[src/lcdd_defines.vh]
`ifndef LCDD_DEFINES_VH
`define LCDD_DEFINES_VH

// ----------------------------------------------------------------
// register addresses
// ----------------------------------------------------------------
`define LCDD_ADDR_POWER_DUTY 16'hff60
`define LCDD_ADDR_OVERRIDE 16'hff61
`define LCDD_ADDR_MEM_FIRST 16'hf000
`define LCDD_ADDR_MEM_LAST 16'hf013

// ----------------------------------------------------------------
// field positions
// ----------------------------------------------------------------
`define LCDD_BIT_BIAS_POWER 0
`define LCDD_BIT_DUTY_LO 2
`define LCDD_BIT_DUTY_HI 3
`define LCDD_BIT_STATIC 0
`define LCDD_BIT_ALL_ON 1
`define LCDD_BIT_ALL_OFF 2

// ----------------------------------------------------------------
// reset values
// ----------------------------------------------------------------
`define LCDD_RST_BIAS_POWER 1'b0
`define LCDD_RST_DUTY 2'h0
`define LCDD_RST_STATIC 1'b0
`define LCDD_RST_ALL_ON 1'b0
`define LCDD_RST_ALL_OFF 1'b1

// ----------------------------------------------------------------
// geometry and timing, counted in prescaler ticks
// ----------------------------------------------------------------
`define LCDD_NUM_SEG 20
`define LCDD_NUM_COM 4
`define LCDD_NUM_WORDS 20
`define LCDD_FRAME_TICKS_QUARTER 12'hfff
`define LCDD_FRAME_TICKS_THIRD 12'hbff
`define LCDD_DUTY_QUARTER 2'h0
`define LCDD_DUTY_THIRD 2'h1

`endif

[src/lcdd_disp_mem.v]
`timescale 1ns/1ps
`include "lcdd_defines.vh"

module lcdd_disp_mem
(
  input wire clk_in,
  input wire wr_in,
  input wire rd_in,
  input wire [4:0] index_in,
  input wire [3:0] wdata_in,
  output reg [3:0] rdata_out,
  output wire [79:0] flat_out
);

  // ----------------------------------------------------------------
  // storage, no reset: contents are undefined until software fills it
  // ----------------------------------------------------------------
  reg [3:0] word_r [0:`LCDD_NUM_WORDS-1];

  genvar w;
  generate
    for (w = 0; w < `LCDD_NUM_WORDS; w = w + 1)
    begin : g_word
      always @(posedge clk_in)
      begin
        if (wr_in && (index_in == w))
          word_r[w] <= wdata_in;
      end
      assign flat_out[w*4 +: 4] = word_r[w];
    end
  endgenerate

  // ----------------------------------------------------------------
  // cpu read port
  // ----------------------------------------------------------------
  always @(posedge clk_in)
  begin
    if (rd_in)
      rdata_out <= word_r[index_in];
  end

endmodule // lcdd_disp_mem

[src/lcdd_frame_div.v]
`timescale 1ns/1ps
`include "lcdd_defines.vh"

module lcdd_frame_div
(
  input wire clk_in,
  input wire rst_n_in,
  input wire tick_in,
  input wire [1:0] duty_in,
  output reg [1:0] slot_out,
  output reg frame_out,
  output reg polarity_out
);

  reg [11:0] cnt_r;
  reg [11:0] cnt_nxt;
  reg [11:0] last;
  reg [1:0] slot_nxt;

  // ----------------------------------------------------------------
  // frame length and slot decode
  // ----------------------------------------------------------------
  always @*
  begin
    last = `LCDD_FRAME_TICKS_QUARTER;
    if (duty_in == `LCDD_DUTY_THIRD)
      last = `LCDD_FRAME_TICKS_THIRD;
    cnt_nxt = cnt_r + 12'h001;
    // duty change mid-frame may leave cnt beyond the new end
    if (cnt_r >= last)
      cnt_nxt = 12'h000;
    // one slot per common in use
    if (duty_in[1])
      slot_nxt = {1'b0, cnt_nxt[11]};
    else
      slot_nxt = cnt_nxt[11:10];
  end

  always @(posedge clk_in)
  begin
    if (!rst_n_in)
    begin
      cnt_r <= 12'h000;
      slot_out <= 2'h0;
      frame_out <= 1'b0;
      polarity_out <= 1'b0;
    end
    else
    begin
      frame_out <= 1'b0;
      if (tick_in)
      begin
        cnt_r <= cnt_nxt;
        slot_out <= slot_nxt;
        if (cnt_nxt == 12'h000)
        begin
          frame_out <= 1'b1;
          polarity_out <= ~polarity_out;
        end
      end
    end
  end

endmodule // lcdd_frame_div

[src/lcdd_top.v]
// Behaviour
// - all-on bit set forces ON waveform on every segment not in dc mode.
// - all-off bit alone forces OFF waveform; both clear gives normal.
// - all-on wins when both override bits are set.
// - overrides never touch display memory contents.
// - duty field: hi=1 half, 01 third, 00 quarter.
// - quarter and half duty frame every 4096 prescaler ticks.
// - third duty frame every 3072 prescaler ticks.
// - static mode: ON if any bit of a common in use is set, else OFF.
// - static bit clear uses multiplexed drive by duty.
// - display memory is twenty 4-bit words, F000 to F013.
// - fixed decoder maps any memory bit to any segment and slot.
// - bias power bit off grounds all common outputs and the segment outputs of non-dc pins.
// - dc output pins ignore the bias power bit.
// - sleep grounds the same outputs as power off but keeps bias power bit.
// - dc pin shows its common-0 memory bit as a level.
// - dc mode chosen per pin pair 2n and 2n+1.
// - reset sets all-off, clears duty, static, all-on, power.
// - unused control bits ignore writes and read zero.
`timescale 1ns/1ps
`include "lcdd_defines.vh"

module lcdd_top
#(
  parameter [9:0] DC_PAIR_MASK = 10'h000,
  parameter [559:0] SEG_MAP = lcdd_default_map(1'b0)
)
(
  input wire REF_CLK_IN,
  input wire RST_N_IN,
  input wire PRS_TICK_IN,
  input wire SLEEP_IN,
  input wire [15:0] MEM_ADDR_IN,
  input wire [3:0] MEM_WDATA_IN,
  input wire MEM_WR_IN,
  input wire MEM_RD_IN,
  output wire [3:0] MEM_RDATA_OUT,
  output reg [3:0] COM_SELECT_OUT,
  output reg [3:0] COM_IN_USE_OUT,
  output reg [19:0] SEG_ON_OUT,
  output reg [19:0] SEG_DC_MODE_OUT,
  output reg [19:0] SEG_DC_LEVEL_OUT,
  output reg DRIVE_EN_OUT,
  output reg STATIC_MODE_OUT,
  output reg POLARITY_OUT,
  output reg FRAME_OUT
);

  // ----------------------------------------------------------------
  // default decoder: segment s, slot c reads word s bit c
  // ----------------------------------------------------------------
  function [559:0] lcdd_default_map;
    input dummy;
    integer s;
    integer c;
    begin
      lcdd_default_map = 560'h0;
      for (s = 0; s < 20; s = s + 1)
        for (c = 0; c < 4; c = c + 1)
          lcdd_default_map[(s*4+c)*7 +: 7] = {s[4:0], c[1:0]};
    end
  endfunction

  // ----------------------------------------------------------------
  // control registers
  // ----------------------------------------------------------------
  reg bias_power_r;
  reg [1:0] duty_r;
  reg static_r;
  reg all_on_r;
  reg all_off_r;
  reg [3:0] ctrl_rdata_r;
  reg sel_mem_r;
  reg [3:0] ctrl_rdata_nxt;

  wire hit_power = (MEM_ADDR_IN == `LCDD_ADDR_POWER_DUTY);
  wire hit_override = (MEM_ADDR_IN == `LCDD_ADDR_OVERRIDE);
  wire hit_mem = (MEM_ADDR_IN >= `LCDD_ADDR_MEM_FIRST) &&
                 (MEM_ADDR_IN <= `LCDD_ADDR_MEM_LAST);
  wire [4:0] mem_index = MEM_ADDR_IN[4:0];
  // only cpu writes reach the memory
  wire mem_wr = MEM_WR_IN & hit_mem;
  wire mem_rd = MEM_RD_IN & hit_mem;

  always @(posedge REF_CLK_IN)
  begin
    if (!RST_N_IN)
    begin
      bias_power_r <= `LCDD_RST_BIAS_POWER;
      duty_r <= `LCDD_RST_DUTY;
      static_r <= `LCDD_RST_STATIC;
      all_on_r <= `LCDD_RST_ALL_ON;
      all_off_r <= `LCDD_RST_ALL_OFF;
    end
    else if (MEM_WR_IN)
    begin
      // only the defined bits are stored
      if (hit_power)
      begin
        bias_power_r <= MEM_WDATA_IN[`LCDD_BIT_BIAS_POWER];
        duty_r <= {MEM_WDATA_IN[`LCDD_BIT_DUTY_HI],
                   MEM_WDATA_IN[`LCDD_BIT_DUTY_LO]};
      end
      if (hit_override)
      begin
        static_r <= MEM_WDATA_IN[`LCDD_BIT_STATIC];
        all_on_r <= MEM_WDATA_IN[`LCDD_BIT_ALL_ON];
        all_off_r <= MEM_WDATA_IN[`LCDD_BIT_ALL_OFF];
      end
    end
  end

  // ----------------------------------------------------------------
  // read path, one cycle after the read strobe
  // ----------------------------------------------------------------
  always @*
  begin
    // unused positions read zero, so does an unmapped address
    ctrl_rdata_nxt = 4'h0;
    if (hit_power)
      ctrl_rdata_nxt = {duty_r[1], duty_r[0], 1'b0, bias_power_r};
    if (hit_override)
      ctrl_rdata_nxt = {1'b0, all_off_r, all_on_r, static_r};
  end

  always @(posedge REF_CLK_IN)
  begin
    if (!RST_N_IN)
    begin
      ctrl_rdata_r <= 4'h0;
      sel_mem_r <= 1'b0;
    end
    else if (MEM_RD_IN)
    begin
      sel_mem_r <= hit_mem;
      ctrl_rdata_r <= ctrl_rdata_nxt;
    end
  end

  wire [3:0] mem_rdata;
  wire [79:0] mem_flat;

  // both sources are registered, only the select is muxed
  assign MEM_RDATA_OUT = sel_mem_r ? mem_rdata : ctrl_rdata_r;

  // ----------------------------------------------------------------
  // display memory
  // ----------------------------------------------------------------
  lcdd_disp_mem u_mem
  (
    .clk_in(REF_CLK_IN),
    .wr_in(mem_wr),
    .rd_in(mem_rd),
    .index_in(mem_index),
    .wdata_in(MEM_WDATA_IN),
    .rdata_out(mem_rdata),
    .flat_out(mem_flat)
  );

  // ----------------------------------------------------------------
  // frame timing
  // ----------------------------------------------------------------
  // ticks are one-cycle enables from the prescaler, same clock
  wire [1:0] slot;
  wire frame_pulse;
  wire polarity;

  lcdd_frame_div u_div
  (
    .clk_in(REF_CLK_IN),
    .rst_n_in(RST_N_IN),
    .tick_in(PRS_TICK_IN),
    .duty_in(duty_r),
    .slot_out(slot),
    .frame_out(frame_pulse),
    .polarity_out(polarity)
  );

  // ----------------------------------------------------------------
  // segment decoder and per-segment drive
  // ----------------------------------------------------------------
  // power gate; sleep gates without touching the bit
  wire drive_en = bias_power_r & ~SLEEP_IN;
  reg [3:0] in_use;
  reg [3:0] slot_onehot;
  reg [3:0] act_slot;
  reg [3:0] com_sel;
  wire [79:0] pattern;
  wire [19:0] seg_wave;
  wire [19:0] seg_dc_mode;

  always @*
  begin
    if (duty_r[1])
      in_use = 4'h3;
    else if (duty_r[0])
      in_use = 4'h7;
    else
      in_use = 4'hf;
  end

  always @*
  begin
    case (slot)
      2'h0: slot_onehot = 4'h1;
      2'h1: slot_onehot = 4'h2;
      2'h2: slot_onehot = 4'h4;
      2'h3: slot_onehot = 4'h8;
      default: slot_onehot = 4'h1;
    endcase
  end

  // ----------------------------------------------------------------
  // active common
  // ----------------------------------------------------------------
  always @*
  begin
    // slot left over from a wider duty falls back to common 0
    // the divider only corrects it on its next tick
    act_slot = slot_onehot & in_use;
    if (act_slot == 4'h0)
      act_slot = 4'h1;
    // static mode drives every used common alike
    if (static_r)
      com_sel = in_use;
    else
      com_sel = act_slot;
    // grounded commons while power off or asleep
    if (!drive_en)
      com_sel = 4'h0;
  end

  genvar g;
  generate
    for (g = 0; g < 80; g = g + 1)
    begin : g_map
      // fixed bit allocation per segment and slot
      assign pattern[g] = mem_flat[SEG_MAP[g*7+2 +: 5]*4 +
                                   SEG_MAP[g*7 +: 2]];
    end
    for (g = 0; g < 20; g = g + 1)
    begin : g_seg
      wire [3:0] bits = pattern[g*4 +: 4];
      // static lights on any used slot bit
      wire lit_static = |(bits & in_use);
      // dynamic lights the bit of the active slot
      wire lit_dyn = |(bits & act_slot);
      wire lit = static_r ? lit_static : lit_dyn;
      // all on; all on before all off; all off
      assign seg_wave[g] = all_on_r | (~all_off_r & lit);
      // pair 2n and 2n+1 share the mode
      assign seg_dc_mode[g] = DC_PAIR_MASK[g/2];
    end
  endgenerate

  // ----------------------------------------------------------------
  // output registers
  // ----------------------------------------------------------------
  always @(posedge REF_CLK_IN)
  begin
    if (!RST_N_IN)
    begin
      COM_SELECT_OUT <= 4'h0;
      COM_IN_USE_OUT <= 4'h0;
      SEG_ON_OUT <= 20'h0;
      SEG_DC_MODE_OUT <= 20'h0;
      SEG_DC_LEVEL_OUT <= 20'h0;
      DRIVE_EN_OUT <= 1'b0;
      STATIC_MODE_OUT <= 1'b0;
      POLARITY_OUT <= 1'b0;
      FRAME_OUT <= 1'b0;
    end
    else
    begin
      DRIVE_EN_OUT <= drive_en;
      STATIC_MODE_OUT <= static_r;
      POLARITY_OUT <= polarity;
      FRAME_OUT <= frame_pulse;
      SEG_DC_MODE_OUT <= seg_dc_mode;
      // grounded commons while power off or asleep
      COM_IN_USE_OUT <= drive_en ? in_use : 4'h0;
      COM_SELECT_OUT <= com_sel;
      // segment waveforms grounded too; dc pins excluded
      SEG_ON_OUT <= drive_en ? (seg_wave & ~seg_dc_mode) : 20'h0;
      // dc level is the common-0 bit of each pin
      SEG_DC_LEVEL_OUT <= seg_dc_mode & {pattern[76], pattern[72],
        pattern[68], pattern[64], pattern[60], pattern[56],
        pattern[52], pattern[48], pattern[44], pattern[40],
        pattern[36], pattern[32], pattern[28], pattern[24],
        pattern[20], pattern[16], pattern[12], pattern[8],
        pattern[4], pattern[0]};
    end
  end

endmodule // lcdd_top
[config.mk]
export PLATFORM = sky130hd
export DESIGN_NAME = lcdd_top
export DESIGN_NICKNAME = d
export VERILOG_FILES = /design/src/lcdd_disp_mem.v /design/src/lcdd_frame_div.v /design/src/lcdd_top.v
export VERILOG_INCLUDE_DIRS = /design/src /design/src/src
export SDC_FILE = /design/constraint.sdc
export NUM_CORES = 1
export LEC_CHECK = 0
export BUFFER_PORTS_ARGS = -buffer_cell sky130_fd_sc_hd__clkbuf_2
export CORE_ASPECT_RATIO = 0.6
export CORE_MARGIN = 8
export CORE_UTILIZATION = 57
export DETAILED_ROUTE_END_ITERATION = 10
export PLACE_DENSITY = 0.8
export SLEW_MARGIN = 20
export SYNTH_ARGS = -nofsm -noshare
export SYNTH_HDL_FRONTEND = slang
export SYNTH_SLANG_ARGS = --single-unit
export TNS_END_PERCENT = 30
[constraint.sdc]
create_clock -name REF_CLK_IN -period 2.76 [get_ports REF_CLK_IN]
set_input_delay 0.552 -clock REF_CLK_IN [delete_from_list [all_inputs] [get_ports REF_CLK_IN]]
set_output_delay 0.552 -clock REF_CLK_IN [all_outputs]
set_load 0.005 [all_outputs]
Word level (Yosys, flattened, before mapping)
Memories as Yosys holds them, arrays and structs flattened. A register that Yosys moved wholly into a read port is not among the register bits. Cells that the tools add are included. W data, S select, Z words.

Register bits after elaboration: 59. Bits in writable memories: 80. Input bits: 26. Output and inout port bits: 76. Logic and storage cells: 353. Memories: 1.

Memories: u_mem.word_r (words 20, bits a word 4, rd ports 21, clocked after memory_dff 1, wr ports 1, line lcdd_disp_mem.v:18) `` reg [3:0] word_r [0:`LCDD_NUM_WORDS-1]; ``.

Add/sub/neg operators: 1. Magnitude comparators: 3. Equal/unequal tests: 25. Mux-type cells: 129. Bitwise operators: 87. Reductions and logical operators: 89.

Operators with widths (count): $reduce_or A4 Y1 (59); $and A4 B4 Y4 (41); $mux W4 (26); $mux W5 (19); $mux W1 (80); $eq A5 B4 Y1 const B (8); $eq A16 B16 Y1 const B (2); $and A1 B1 Y1 (23); $logic_and A1 B1 Y1 (21); $eq A5 B3 Y1 const B (4); $eq A5 B5 Y1 const B (4); $or A1 B1 Y1 (20); $ge A16 B16 Y1 const B (1); $le A16 B16 Y1 const B (1); $pmux W4 S4 (1); $add A12 B1 Y12 const B (1); $ge A12 B12 Y1 (1); $logic_not A12 Y1 (1); $mux W12 (1); $mux W11 (1); $eq A5 B2 Y1 const B (2); $reduce_and A2 Y1 (5); $eq A5 B1 Y1 const B (1); $logic_not A5 Y1 (1); 6 further kinds (10).

Logic depth before layout (Yosys ltp)
Gate-level depths: netlist (run 1).

Word-level depth: 26. Mapped depth: 10. Gate-level depth less buffers: 8.

Modules after synthesis
A second synthesis (run 1) with hierarchy kept.

Cell total of the unflattened synthesis: 571. Area, all modules: 6994.2 um2.

Modules (own cells, without submodules): lcdd_disp_mem (instances 1, cells an instance 168, area each 3453.3 um2, seq. area each 2522.4 um2); lcdd_top (instances 1, cells an instance 261, area each 2379.8 um2, seq. area each 840.8 um2); lcdd_frame_div (instances 1, cells an instance 142, area each 1161.1 um2, seq. area each 320.3 um2).

Least setup slack after synthesis (run 1)
No wires, ideal clock.

Path type: input-to-reg. Start: input MEM_ADDR_IN[1]. End: register u_mem.rdata_out[1], read port of u_mem.word_r, data pin. Setup time: 260 ps. Arrival time: 2096 ps. Required time: 2500 ps. Slack: 404 ps. Stages on the path: 5. Buffers on the path: 2. Cell sequence: buf_2 > buf_1 > mux4_2 > mux4_2 > mux2_2.

Cells in the longest elaborated chain, start to end: 3. Elaborated cells on any way between the ends: 4. Classes of those cells: 2 x order compare; 1 x bitwise; 1 x reduce/logical.

RTL lines: from (decl) (line lcdd_top.v:33) `input wire [15:0] MEM_ADDR_IN,`; $ge A16 B16 Y1 (no source line) or $le A16 B16 Y1 (tied branches); $logic_and A1 B1 Y1 (line lcdd_top.v:78) `` wire hit_mem = (MEM_ADDR_IN >= `LCDD_ADDR_MEM_FIRST) && ``; $and A1 B1 Y1 (line lcdd_top.v:83) `wire mem_rd = MEM_RD_IN & hit_mem;`; to (decl) (line lcdd_disp_mem.v:11) `output reg [3:0] rdata_out,`.

Several ways; a longest one is shown, not always the timed one. A chain may end at the register's enable or synchronous reset.

Worst setup path after layout (run 1)
Start: register duty_r[0]. End: register u_div.cnt_r[2].

Cells in the longest elaborated chain, start to end: 4.

RTL lines: from (decl) (line lcdd_top.v:68) `reg [1:0] duty_r;`; from (signal assigned) (line lcdd_top.v:90) `` duty_r <= `LCDD_RST_DUTY; ``; from (signal assigned) (line lcdd_top.v:101) `` duty_r <= {MEM_WDATA_IN[`LCDD_BIT_DUTY_HI], ``; $eq A2 B1 Y1 (no source line); $mux W11 (line lcdd_frame_div.v:26) `` if (duty_in == `LCDD_DUTY_THIRD) ``; $ge A12 B12 Y1 (line lcdd_frame_div.v:30) `if (cnt_r >= last)`; $mux W12 (line lcdd_frame_div.v:30); to (signal assigned) (line lcdd_frame_div.v:53) `cnt_r <= cnt_nxt;`; to (decl) (line lcdd_frame_div.v:15) `reg [11:0] cnt_r;`.

No other way between the ends.

==> results.tsv, run 1 <==
stage	metric	value	unit
yosys	sequential area share after synthesis	0.528	
clock_tree	clock sink total	142	
clock_tree	Hold-fix buffers, CTS	0	
route	vias	5406	
setup_path	Worst R2R Path Depth	8	
cells_and_area	post-route non-filler standard cell count	871	
route	mean number of vias per cell	6.21	
yosys	Main synth FF type	edfxtp_1	
setup_path	reg2reg end	u_div.cnt_r[2]	
yosys	multiplexer area fraction after synthesis	0.104	
clock_tree	H-tree depth	4	
clock_tree	CTS tree	yes	
yosys	Post-synth EDFFs	84	
timing	final slew viol count	0	
placed_design	Port Buffers	61	
route	Max Used Layer	met4	
yosys	post-synthesis share of cell area spent on full adders, half adders and majority gates	0.00358	
yosys	most instantiated library cell after synthesis	edfxtp_1	
power_and_ir_drop	Leak Pwr	2.94	nW
route	initial drt markers	630	
timing	WHS	0.437	ns
clock_tree	CTS root buffer	clkbuf_16	
route	met3 WL post-DR	2.83	mm
yosys	Synth Area in Compound Gates	0.130	
timing	max_slew headroom	0.302	
timing	Final Cycle Share	0.866	
power_and_ir_drop	Power Total	4.81	mW
hold_path	min-delay src	u_div.frame_out	
power_and_ir_drop	power per cell area	613	nW/um^2
setup_path	Critical Path Slowest Stage Cell	or3b_2	
yosys	Area contributors post-synth	edfxtp_1 (36%), dfxtp_1 (17%), mux4_2 (6.1%)	
clock_tree	clk slew on worst S/H paths	0.06	ns
floorplanning	Die Footprint	16200	sq um
global_route	vias in the first global route	5176	
yosys	Mapped Area	6980	sq um
yosys	synth warn	0	
yosys	top cell type's share of synthesized area	0.361	
power_and_ir_drop	Switching Share	0.221	
yosys	simple logic cell fraction of the synthesized area	0.146	
placed_design	Routability Congestion	0.971	
power_and_ir_drop	peak supply drop	390	uV
placed_design	placed insts	839	
setup_path	R2R Path Start	duty_r[0]	
timing	Period minus WS final	2.39	ns
timing	Worst-Margin Slew	1.05	ns
clock_tree	Num CTS Buffers	17	
setup_path	CP Launch Type	flop	
global_route	gr ovfl total	0	
floorplanning	Die H	102	um
yosys	syn avg cell area	10.8	sq um
setup_path	Crit Path Max Fanout	8	
floorplanning	core footprint	12000	sq um
timing	RSZ-0062 raised after global routing	no	
setup_path	CP Capture Type	flop	
hold_path	Cells on Worst Hold Path	1	
setup_path	most frequent CP cell	nor2b_1	
route	DRT met1 WL	7.60	mm
global_route	GRT Total Usage	0.234	
yosys	main combinational cell family by area after synthesis	simple AND/OR/NAND/NOR gates	
yosys	Yosys top cell by area	edfxtp_1	
power_and_ir_drop	cell-internal power	3.75	mW
global_route	first-pass GRT wire length	29.3	mm
route	wire length per cell	21.3	um
power_and_ir_drop	P_sw	1.06	mW
setup_path	Reg2Reg Setup Slack	0.37	ns
yosys	fraction of registers with async set/reset	0	
route	# DRC	0	
timing	setup TNS	0	ns
timing	FMAX	418	MHz
yosys	synthesized flop and latch total	142	
clock_tree	post-CTS setup buffers	0	
placed_design	Post-DP Area	7240	sq um
clock_tree	Clock Latency Late Sink	0.42	ns
setup_path	CP arrival	2.73	ns
hold_path	Worst Hold End	FRAME_OUT	
timing	clock skew	0.00880	ns
setup_path	CP required	3.10	ns
yosys	instance count of the mapped netlist	648	
route	antenna viol nets, final	0	
timing	PnR worst setup slack	0.369	ns
global_route	largest net degree at the start of global routing	41	
timing	endpoints failing setup	0	
yosys	XOR/XNOR Fraction of Synth Area	0.00251	
placed_design	post-place setup slack	0.0621	ns
yosys	Post-synth top cells	edfxtp_1 (84), nor2_1 (63), dfxtp_1 (58)	
floorplanning	initial core utilization	0.582	
status	run status	complete, no violations	
floorplanning	FP Rows	31	
cells_and_area	nets@finish	721	
clock_tree	CTS-repair resized insts	0	
floorplanning	# IOs	102	
run	max-cap violation count	0	
floorplanning	die extent in x	159	um
yosys	Distinct cells, synth	52	
setup_path	critical path class	reg2reg	
cells_and_area	antenna cells	0	
hold_path	worst hold path type	reg2reg	
route	routed wire length	18.5	mm
route	met2 wire len	7.83	mm
power_and_ir_drop	power share of the clock group	0.475	
setup_path	Cell Chain, Critical Path	nor2b_1, ha_1, nand3_1, o31a_1, nor2b_1, nand2b_1, or3b_2, a21boi_0	
power_and_ir_drop	combinational power share	0.055	
cells_and_area	Util after Layout	0.655	
setup_path	CP peak stage delay	0.52	ns
cells_and_area	fin area	7850	sq um
global_route	initial antenna violation count	0	
route	router iterations before antenna repair	6	
power_and_ir_drop	Seq pwr share	0.470	
clock_tree	CTS Buffer Depth	2	
cells_and_area	P&R area growth vs syn	12.4	%
placed_design	dpl hpwl	12.5	mm
timing	Final Hold Viols	0	
cells_and_area	share of cells above drive strength 1	0.193	
per-layer routing:
| layer | vias up | track usage |
|---|---|---|
| met2 | 404 | 0.342 |
| met1 | 2576 | 0.309 |
| met3 | 33 | 0.101 |
| met5 | - | 0 |
| li1 | 2393 | - |
| met4 | 0 | 0.0764 |
worst max-delay path, delay by kind of cell (launching register included):
kind            cells  cell delay (ns)
compound gates      2             0.31
fa+ha+maj           1             0.30
flops               1             0.46
simple gates        5             1.24
registers in the layout, summed over array words and instances (netlist names), 2 cells and up:
name             cells
u_mem.word_r        80
u_div.slot_out       2
COM_IN_USE_OUT       3
u_mem.rdata_out      4
COM_SELECT_OUT       4
u_div.cnt_r         12
ctrl_rdata_r         4
SEG_ON_OUT          20
duty_r               2
placed cells by master (no fill, tap or decap), types with 11 or more instances in the layout:
cell       count
a21o_1        21
a21oi_1       48
a221oi_1      20
and2_1        11
clkbuf_16     21
clkbuf_2      62
conb_1        40
dfxtp_1       58
edfxtp_1      84
inv_1         27
mux4_2        19
nand2_1       37
nand3_1       33
nor2_1        62
o21ai_0       33
cell families (layout without fill, tap and decap cells):
| logic type | after synthesis | in the layout |
|---|---|---|
| buf+inv | 112 | 131 |
| compound gates | 144 | 144 |
| fa+ha+maj | 2 | 2 |
| xor+xnor | 2 | 2 |
| simple gates | 205 | 205 |
| other cells | 1 | 40 |
| flops | 142 | 142 |
| mux | 40 | 40 |
worst max path at each step:
stage / start / end
2_1_floorplan: MEM_ADDR_IN[1] / u_mem.rdata_out[1]
3_3_place_gp: MEM_ADDR_IN[11] / u_mem.word_r[15][1]
3_5_place_dp: MEM_ADDR_IN[11] / u_mem.word_r[8][3]
4_1_cts: duty_r[0] / u_div.cnt_r[2]
5_1_grt: u_div.cnt_r[0] / u_div.frame_out
6_report: duty_r[0] / u_div.cnt_r[2]
power groups by stage:
stage | sequential, mW | combinational, mW | clock, mW
after floorplan | 2.30 | 0.214 | 0
after detailed placement | 2.30 | 0.254 | 0
after CTS | 2.26 | 0.257 | 2.31
final | 2.26 | 0.266 | 2.28
after global routing | 2.26 | 0.289 | 2.41
after global placement | 2.30 | 0.248 | 0
layout make-up:
cell class	instances	area [sq um]
Tap cell	165	206
Inverter	28	105
Clock buffer	23	544
Clock inverter	9	63.8
Multi-Input combinational cell	433	2850
Sequential cell	142	3680
Timing Repair Buffer	71	393
Fill cell	885	4140
Note: power is estimated with default switching activity, not from simulation.
==> run 2, diff against run 1 <==
--- a/config.mk
+++ b/config.mk
@@ -15,5 +15,6 @@
 export SLEW_MARGIN = 20
 export SYNTH_ARGS = -nofsm -noshare
 export SYNTH_HDL_FRONTEND = slang
+export SYNTH_HIERARCHICAL = 1
 export SYNTH_SLANG_ARGS = --single-unit
 export TNS_END_PERCENT = 30
==> run 2 against run 1 <==
First-iteration DRC count rose by 35%. Cell count fell by 7.3%. Maximum frequency fell by 4.6%. Largest cell class unchanged. Highest routed layer unchanged.
==> results.tsv, run 2 <==
stage	metric	value	unit
floorplanning	Die H	102	um
yosys	top cell type's share of synthesized area	0.361	
setup_path	CP required	2.84	ns
timing	Period minus WS final	2.51	ns
cells_and_area	P&R area growth vs syn	11.1	%
power_and_ir_drop	Power Total	4.77	mW
setup_path	reg2reg end	u_div/cnt_r[6]	
setup_path	CP Capture Type	flop	
global_route	gr ovfl total	0	
route	initial drt markers	849	
setup_path	Crit Path Max Fanout	4	
route	mean number of vias per cell	6.56	
timing	FMAX	399	MHz
floorplanning	Die Footprint	16200	sq um
yosys	most instantiated library cell after synthesis	edfxtp_1	
setup_path	crit path launch	MEM_ADDR_IN[5]	
yosys	Distinct cells, synth	76	
timing	final slew viol count	0	
floorplanning	FP Rows	31	
global_route	GRT Total Usage	0.227	
route	router iterations before antenna repair	7	
power_and_ir_drop	Leak Pwr	3.12	nW
placed_design	dpl hpwl	12.2	mm
global_route	largest net degree at the start of global routing	25	
yosys	sequential area share after synthesis	0.527	
placed_design	Port Buffers	61	
route	vias	5292	
setup_path	Critical Path Sink	u_mem/word_r[14][1]	
hold_path	Cells on Worst Hold Path	1	
route	# DRC	0	
setup_path	critical path class	in2reg	
global_route	GR Util met2	0.325	
timing	RSZ-0062 raised after global routing	no	
setup_path	CP arrival	2.59	ns
hold_path	worst hold path type	reg2reg	
cells_and_area	most flop-heavy register	u_mem/word_r	
global_route	initial antenna violation count	0	
clock_tree	CTS-repair resized insts	0	
route	wire length per cell	22.9	um
timing	WHS	0.433	ns
yosys	fraction of registers with async set/reset	0	
global_route	GRT met3 Usage	0.104	
clock_tree	Hold-fix buffers, CTS	0	
timing	max_slew headroom	0.495	
yosys	Post-synth EDFFs	84	
setup_path	CP Launch Type	input pin	
cells_and_area	share of cells above drive strength 1	0.231	
yosys	synth warn	6	
global_route	grt peak-use layer	met2	
floorplanning	die extent in x	159	um
global_route	M1 GR Usage	0.297	
route	antenna viol nets, final	0	
clock_tree	clk slew on worst S/H paths	0.06	ns
cells_and_area	commonest cells after routing, fill and taps aside	edfxtp_1 (84), clkbuf_2 (61), dfxtp_1 (58)	
global_route	first-pass GRT wire length	28.1	mm
clock_tree	post-CTS setup buffers	0	
timing	Final Cycle Share	0.908	
clock_tree	Clock Latency Late Sink	0.42	ns
cells_and_area	top flop regs	u_mem/word_r: 80 flops, SEG_ON_OUT: 20 flops, u_div/cnt_r: 12 flops	
timing	Final Hold Viols	0	
clock_tree	CTS root buffer	clkbuf_16	
cells_and_area	most common cell after layout, fill and taps aside	edfxtp_1	
yosys	Yosys top cell by area	edfxtp_1	
placed_design	Routability Congestion	0.902	
timing	Worst-Margin Slew	0.752	ns
clock_tree	CTS tree	yes	
yosys	Post-synth top cells	edfxtp_1 (84), dfxtp_1 (58), buf_4 (44)	
route	routed wire length	18.5	mm
yosys	Mapped Area	6990	sq um
global_route	vias in the first global route	4999	
power_and_ir_drop	power per cell area	614	nW/um^2
yosys	instance count of the mapped netlist	571	
clock_tree	CTS Buffer Depth	2	
timing	endpoints failing setup	0	
yosys	synthesized flop and latch total	142	
floorplanning	# IOs	102	
timing	clock skew	0.0123	ns
yosys	Area contributors post-synth	edfxtp_1 (36%), dfxtp_1 (17%), buf_4 (4.7%)	
setup_path	Worst R2R Path Depth	6	
cells_and_area	max reg flops	80	
yosys	syn avg cell area	12.2	sq um
cells_and_area	nets@finish	657	
clock_tree	Num CTS Buffers	17	
floorplanning	initial core utilization	0.582	
clock_tree	H-tree depth	4	
yosys	Main synth FF type	edfxtp_1	
run	max-cap violation count	0	
cells_and_area	antenna cells	0	
floorplanning	core footprint	12000	sq um
clock_tree	clock sink total	142	
power_and_ir_drop	peak supply drop	401	uV
setup_path	R2R Path Start	u_div/cnt_r[0]	
status	run status	complete, no violations	
setup_path	Reg2Reg Setup Slack	0.49	ns
[run 2: critical path, stage by stage]
cell and delay [ns]:
clkbuf_2 0.09, nor4_1 0.29, nand4_1 0.18, nor3_1 0.42, nor2b_1 0.41, nand3b_1 0.28, nor2_1 0.38
[run 2: kinds of logic (layout without fill, tap and decap cells)]
| logic type | Yosys count | after routing | share of synthesized area |
|---|---|---|---|
| XOR/XNOR | 3 | 3 | 0.00376 |
| adder cells (fa/ha/maj) | 2 | 2 | 0.00358 |
| other | 1 | 40 | 0.000536 |
| AO/OA/AOI/OAI | 112 | 112 | 0.136 |
| AND/OR/NAND/NOR | 160 | 160 | 0.125 |
| buffers and inverters | 111 | 143 | 0.106 |
| flip-flops | 142 | 142 | 0.527 |
| multiplexers | 40 | 40 | 0.0996 |
[run 2: cell type report]
cell class / instances / area, sq um
fillers: 871 / 4250
flip-flops and latches: 142 / 3680
multi-input cells: 357 / 2720
repair buffers: 82 / 463
clock buffers: 18 / 429
well taps: 165 / 206
clock inverters: 14 / 158
inverters: 29 / 109
[run 2: worst min path at each step]
stage                 to            start
2_1_floorplan  FRAME_OUT  u_div/frame_out
6_report       FRAME_OUT  u_div/frame_out
3_3_place_gp   FRAME_OUT  u_div/frame_out
5_1_grt        FRAME_OUT  u_div/frame_out
3_5_place_dp   FRAME_OUT  u_div/frame_out
4_1_cts        FRAME_OUT  u_div/frame_out
[run 2: power by group]
group	switching, mW	internal [mW]	leakage, nW	total (mW)
Combinational	0.153	0.0856	1.62	0.239
Clock	0.925	1.35	0.278	2.27
Sequential	0.0109	2.25	1.22	2.26
[run 2: stage by stage]
step | area [sq um] | std cells | TNS (ns) | util | worst slack, ns
after floorplan | 7140 | 610 | 0 | - | 0.548
after global placement | 7190 | 775 | 0 | 0.598 | 0.128
after detailed placement | 7190 | 775 | -0.400 | 0.598 | -0.0381
after CTS | 7770 | 807 | 0 | 0.646 | 0.390
after global routing | 7770 | 807 | 0 | 0.646 | 0.190
final | 7770 | 807 | 0 | 0.646 | 0.254
[run 2: metal layers]
| metal | share of wire | wire [um] |
|---|---|---|
| met2 | 0.42 | 7740 |
| met4 | 0.017 | 311 |
| met1 | 0.39 | 7190 |
| met5 | 0 | 0 |
| met3 | 0.17 | 3230 |
==> run 3, diff against run 2 <==
--- a/config.mk
+++ b/config.mk
@@ -11,7 +11,7 @@
 export CORE_MARGIN = 8
 export CORE_UTILIZATION = 57
 export DETAILED_ROUTE_END_ITERATION = 10
-export PLACE_DENSITY = 0.8
+export PLACE_DENSITY = 0.86
 export SLEW_MARGIN = 20
 export SYNTH_ARGS = -nofsm -noshare
 export SYNTH_HDL_FRONTEND = slang
==> run 3 against run 2 <==
Total power fell by 0.89%. Setup slack better by 0.035 ns. Flip-flop and latch count did not move. Sequential share of layout area rose by 0.11 points. Cell count decreased by 0.25%. Clock skew decreased by 0.0029 ns. Largest cell class unchanged.
==> results.tsv, run 3 (synthesis results as in run 2) <==
stage	metric	value	unit
clock_tree	clock sink total	142	
floorplanning	Die H	102	um
route	antenna viol nets, final	0	
cells_and_area	max reg flops	80	
timing	clock skew	0.00936	ns
cells_and_area	most flop-heavy register	u_mem/word_r	
timing	Worst-Margin Slew	0.870	ns
placed_design	Port Buffers	61	
floorplanning	core footprint	12000	sq um
clock_tree	CTS-repair resized insts	0	
clock_tree	post-CTS setup buffers	0	
global_route	initial antenna violation count	0	
timing	Period minus WS final	2.47	ns
cells_and_area	number of fill cells	859	
floorplanning	# IOs	102	
global_route	largest net degree at the start of global routing	25	
cells_and_area	most common cell after layout, fill and taps aside	edfxtp_1	
timing	max_slew headroom	0.416	
clock_tree	clk slew on worst S/H paths	0.07	ns
setup_path	critical path class	in2reg	
placed_design	placed insts	773	
clock_tree	H-tree depth	4	
global_route	vias in the first global route	5011	
setup_path	Critical Path Slowest Stage Cell	nor3_1	
setup_path	CP arrival	2.55	ns
clock_tree	Num CTS Buffers	17	
setup_path	crit path launch	MEM_ADDR_IN[5]	
setup_path	CP required	2.84	ns
power_and_ir_drop	power per cell area	609	nW/um^2
clock_tree	Hold-fix buffers, CTS	0	
timing	PnR worst setup slack	0.289	ns
run	max-cap violation count	0	
floorplanning	FP Rows	31	
timing	endpoints failing setup	0	
clock_tree	CTS root buffer	clkbuf_16	
timing	FMAX	405	MHz
placed_design	Routability Congestion	0.918	
route	vias	5256	
timing	setup TNS	0	ns
route	wire length per cell	23.3	um
setup_path	CP Launch Type	input pin	
clock_tree	CTS tree	yes	
timing	Final Cycle Share	0.895	
timing	RSZ-0062 raised after global routing	no	
placed_design	dpl hpwl	12.3	mm
placed_design	post-place setup slack	-0.0243	ns
power_and_ir_drop	peak supply drop	474	uV
power_and_ir_drop	Leak Pwr	3.13	nW
clock_tree	Clock Latency Late Sink	0.42	ns
floorplanning	initial core utilization	0.582	
global_route	gr ovfl total	0	
cells_and_area	nets@finish	655	
placed_design	Post-DP Area	7170	sq um
setup_path	CP peak stage delay	0.42	ns
cells_and_area	fin area	7750	sq um
route	router iterations before antenna repair	9	
global_route	GRT Total Usage	0.232	
cells_and_area	commonest cells after routing, fill and taps aside	edfxtp_1 (84), clkbuf_2 (61), dfxtp_1 (58)	
route	routed wire length	18.7	mm
hold_path	worst hold path type	reg2reg	
setup_path	Worst R2R Path Depth	6	
hold_path	min-delay src	u_div/frame_out	
floorplanning	die extent in x	159	um
timing	final slew viol count	0	
setup_path	R2R Path Start	u_div/cnt_r[0]	
hold_path	Cells on Worst Hold Path	1	
cells_and_area	top flop regs	u_mem/word_r: 80 flops, SEG_ON_OUT: 20 flops, u_div/cnt_r: 12 flops	
setup_path	Cell Chain, Critical Path	clkbuf_2, nor4_1, nand4_1, nor3_1, nor2b_1, nand2_1, nor2_1	
timing	WHS	0.439	ns
cells_and_area	P&R area growth vs syn	10.9	%
setup_path	Crit Path Max Fanout	4	
cells_and_area	post-route non-filler standard cell count	805	
cells_and_area	antenna cells	0	
route	mean number of vias per cell	6.53	
setup_path	CP Capture Type	flop	
timing	Final Hold Viols	0	
status	run status	complete, no violations	
cells_and_area	share of cells above drive strength 1	0.228	
route	initial drt markers	953	
clock_tree	CTS Buffer Depth	2	
floorplanning	Die Footprint	16200	sq um
route	# DRC	0	
global_route	first-pass GRT wire length	28.6	mm
==> run 3: where the power goes <==
group / leakage [nW] / internal, mW / switching [mW]
logic: 1.61 / 0.0846 / 0.154
clock network: 0.292 / 1.30 / 0.925
registers: 1.22 / 2.25 / 0.0116
==> run 3: per-stage QoR <==
stage	utilization	total power, mW
finish	0.645	4.73
global route	0.645	4.85
CTS	0.645	4.74
detailed placement	0.596	2.53
global placement	0.596	2.52
floorplan	-	2.50
==> run 3: area by class of cell <==
cell class | count | area, sq um | area share
inverter | 29 | 109 | 0.0140
multi-input combinational | 357 | 2720 | 0.351
timing repair buffer | 80 | 448 | 0.0578
sequential | 142 | 3680 | 0.475
clock inverter | 11 | 91.3 | 0.0118
tap | 165 | 206 | 0.0266
clock buffer | 21 | 493 | 0.0636
==> run 3: final timing paths <==
kind | end | slack (ns)
worst max-delay path | u_mem/word_r[12][3] | 0.29
worst min-delay path | FRAME_OUT | 0.44
worst max register to register | u_div/cnt_r[6] | 0.37
worst min register to register | FRAME_OUT | 0.44
==> run 3: worst max-delay path: cells and delay by family <==
kind                   cells  cell delay, ns
buffers and inverters      1            0.09
and+or+nand+nor            6            1.91
==> run 3: layer usage <==
metal / GRT usage / share of wire / routed length, um
met5: 0 / 0 / 0
met4: 0.0865 / 0.022 / 409
met3: 0.0909 / 0.17 / 3150
met2: 0.328 / 0.41 / 7770
met1: 0.315 / 0.40 / 7410
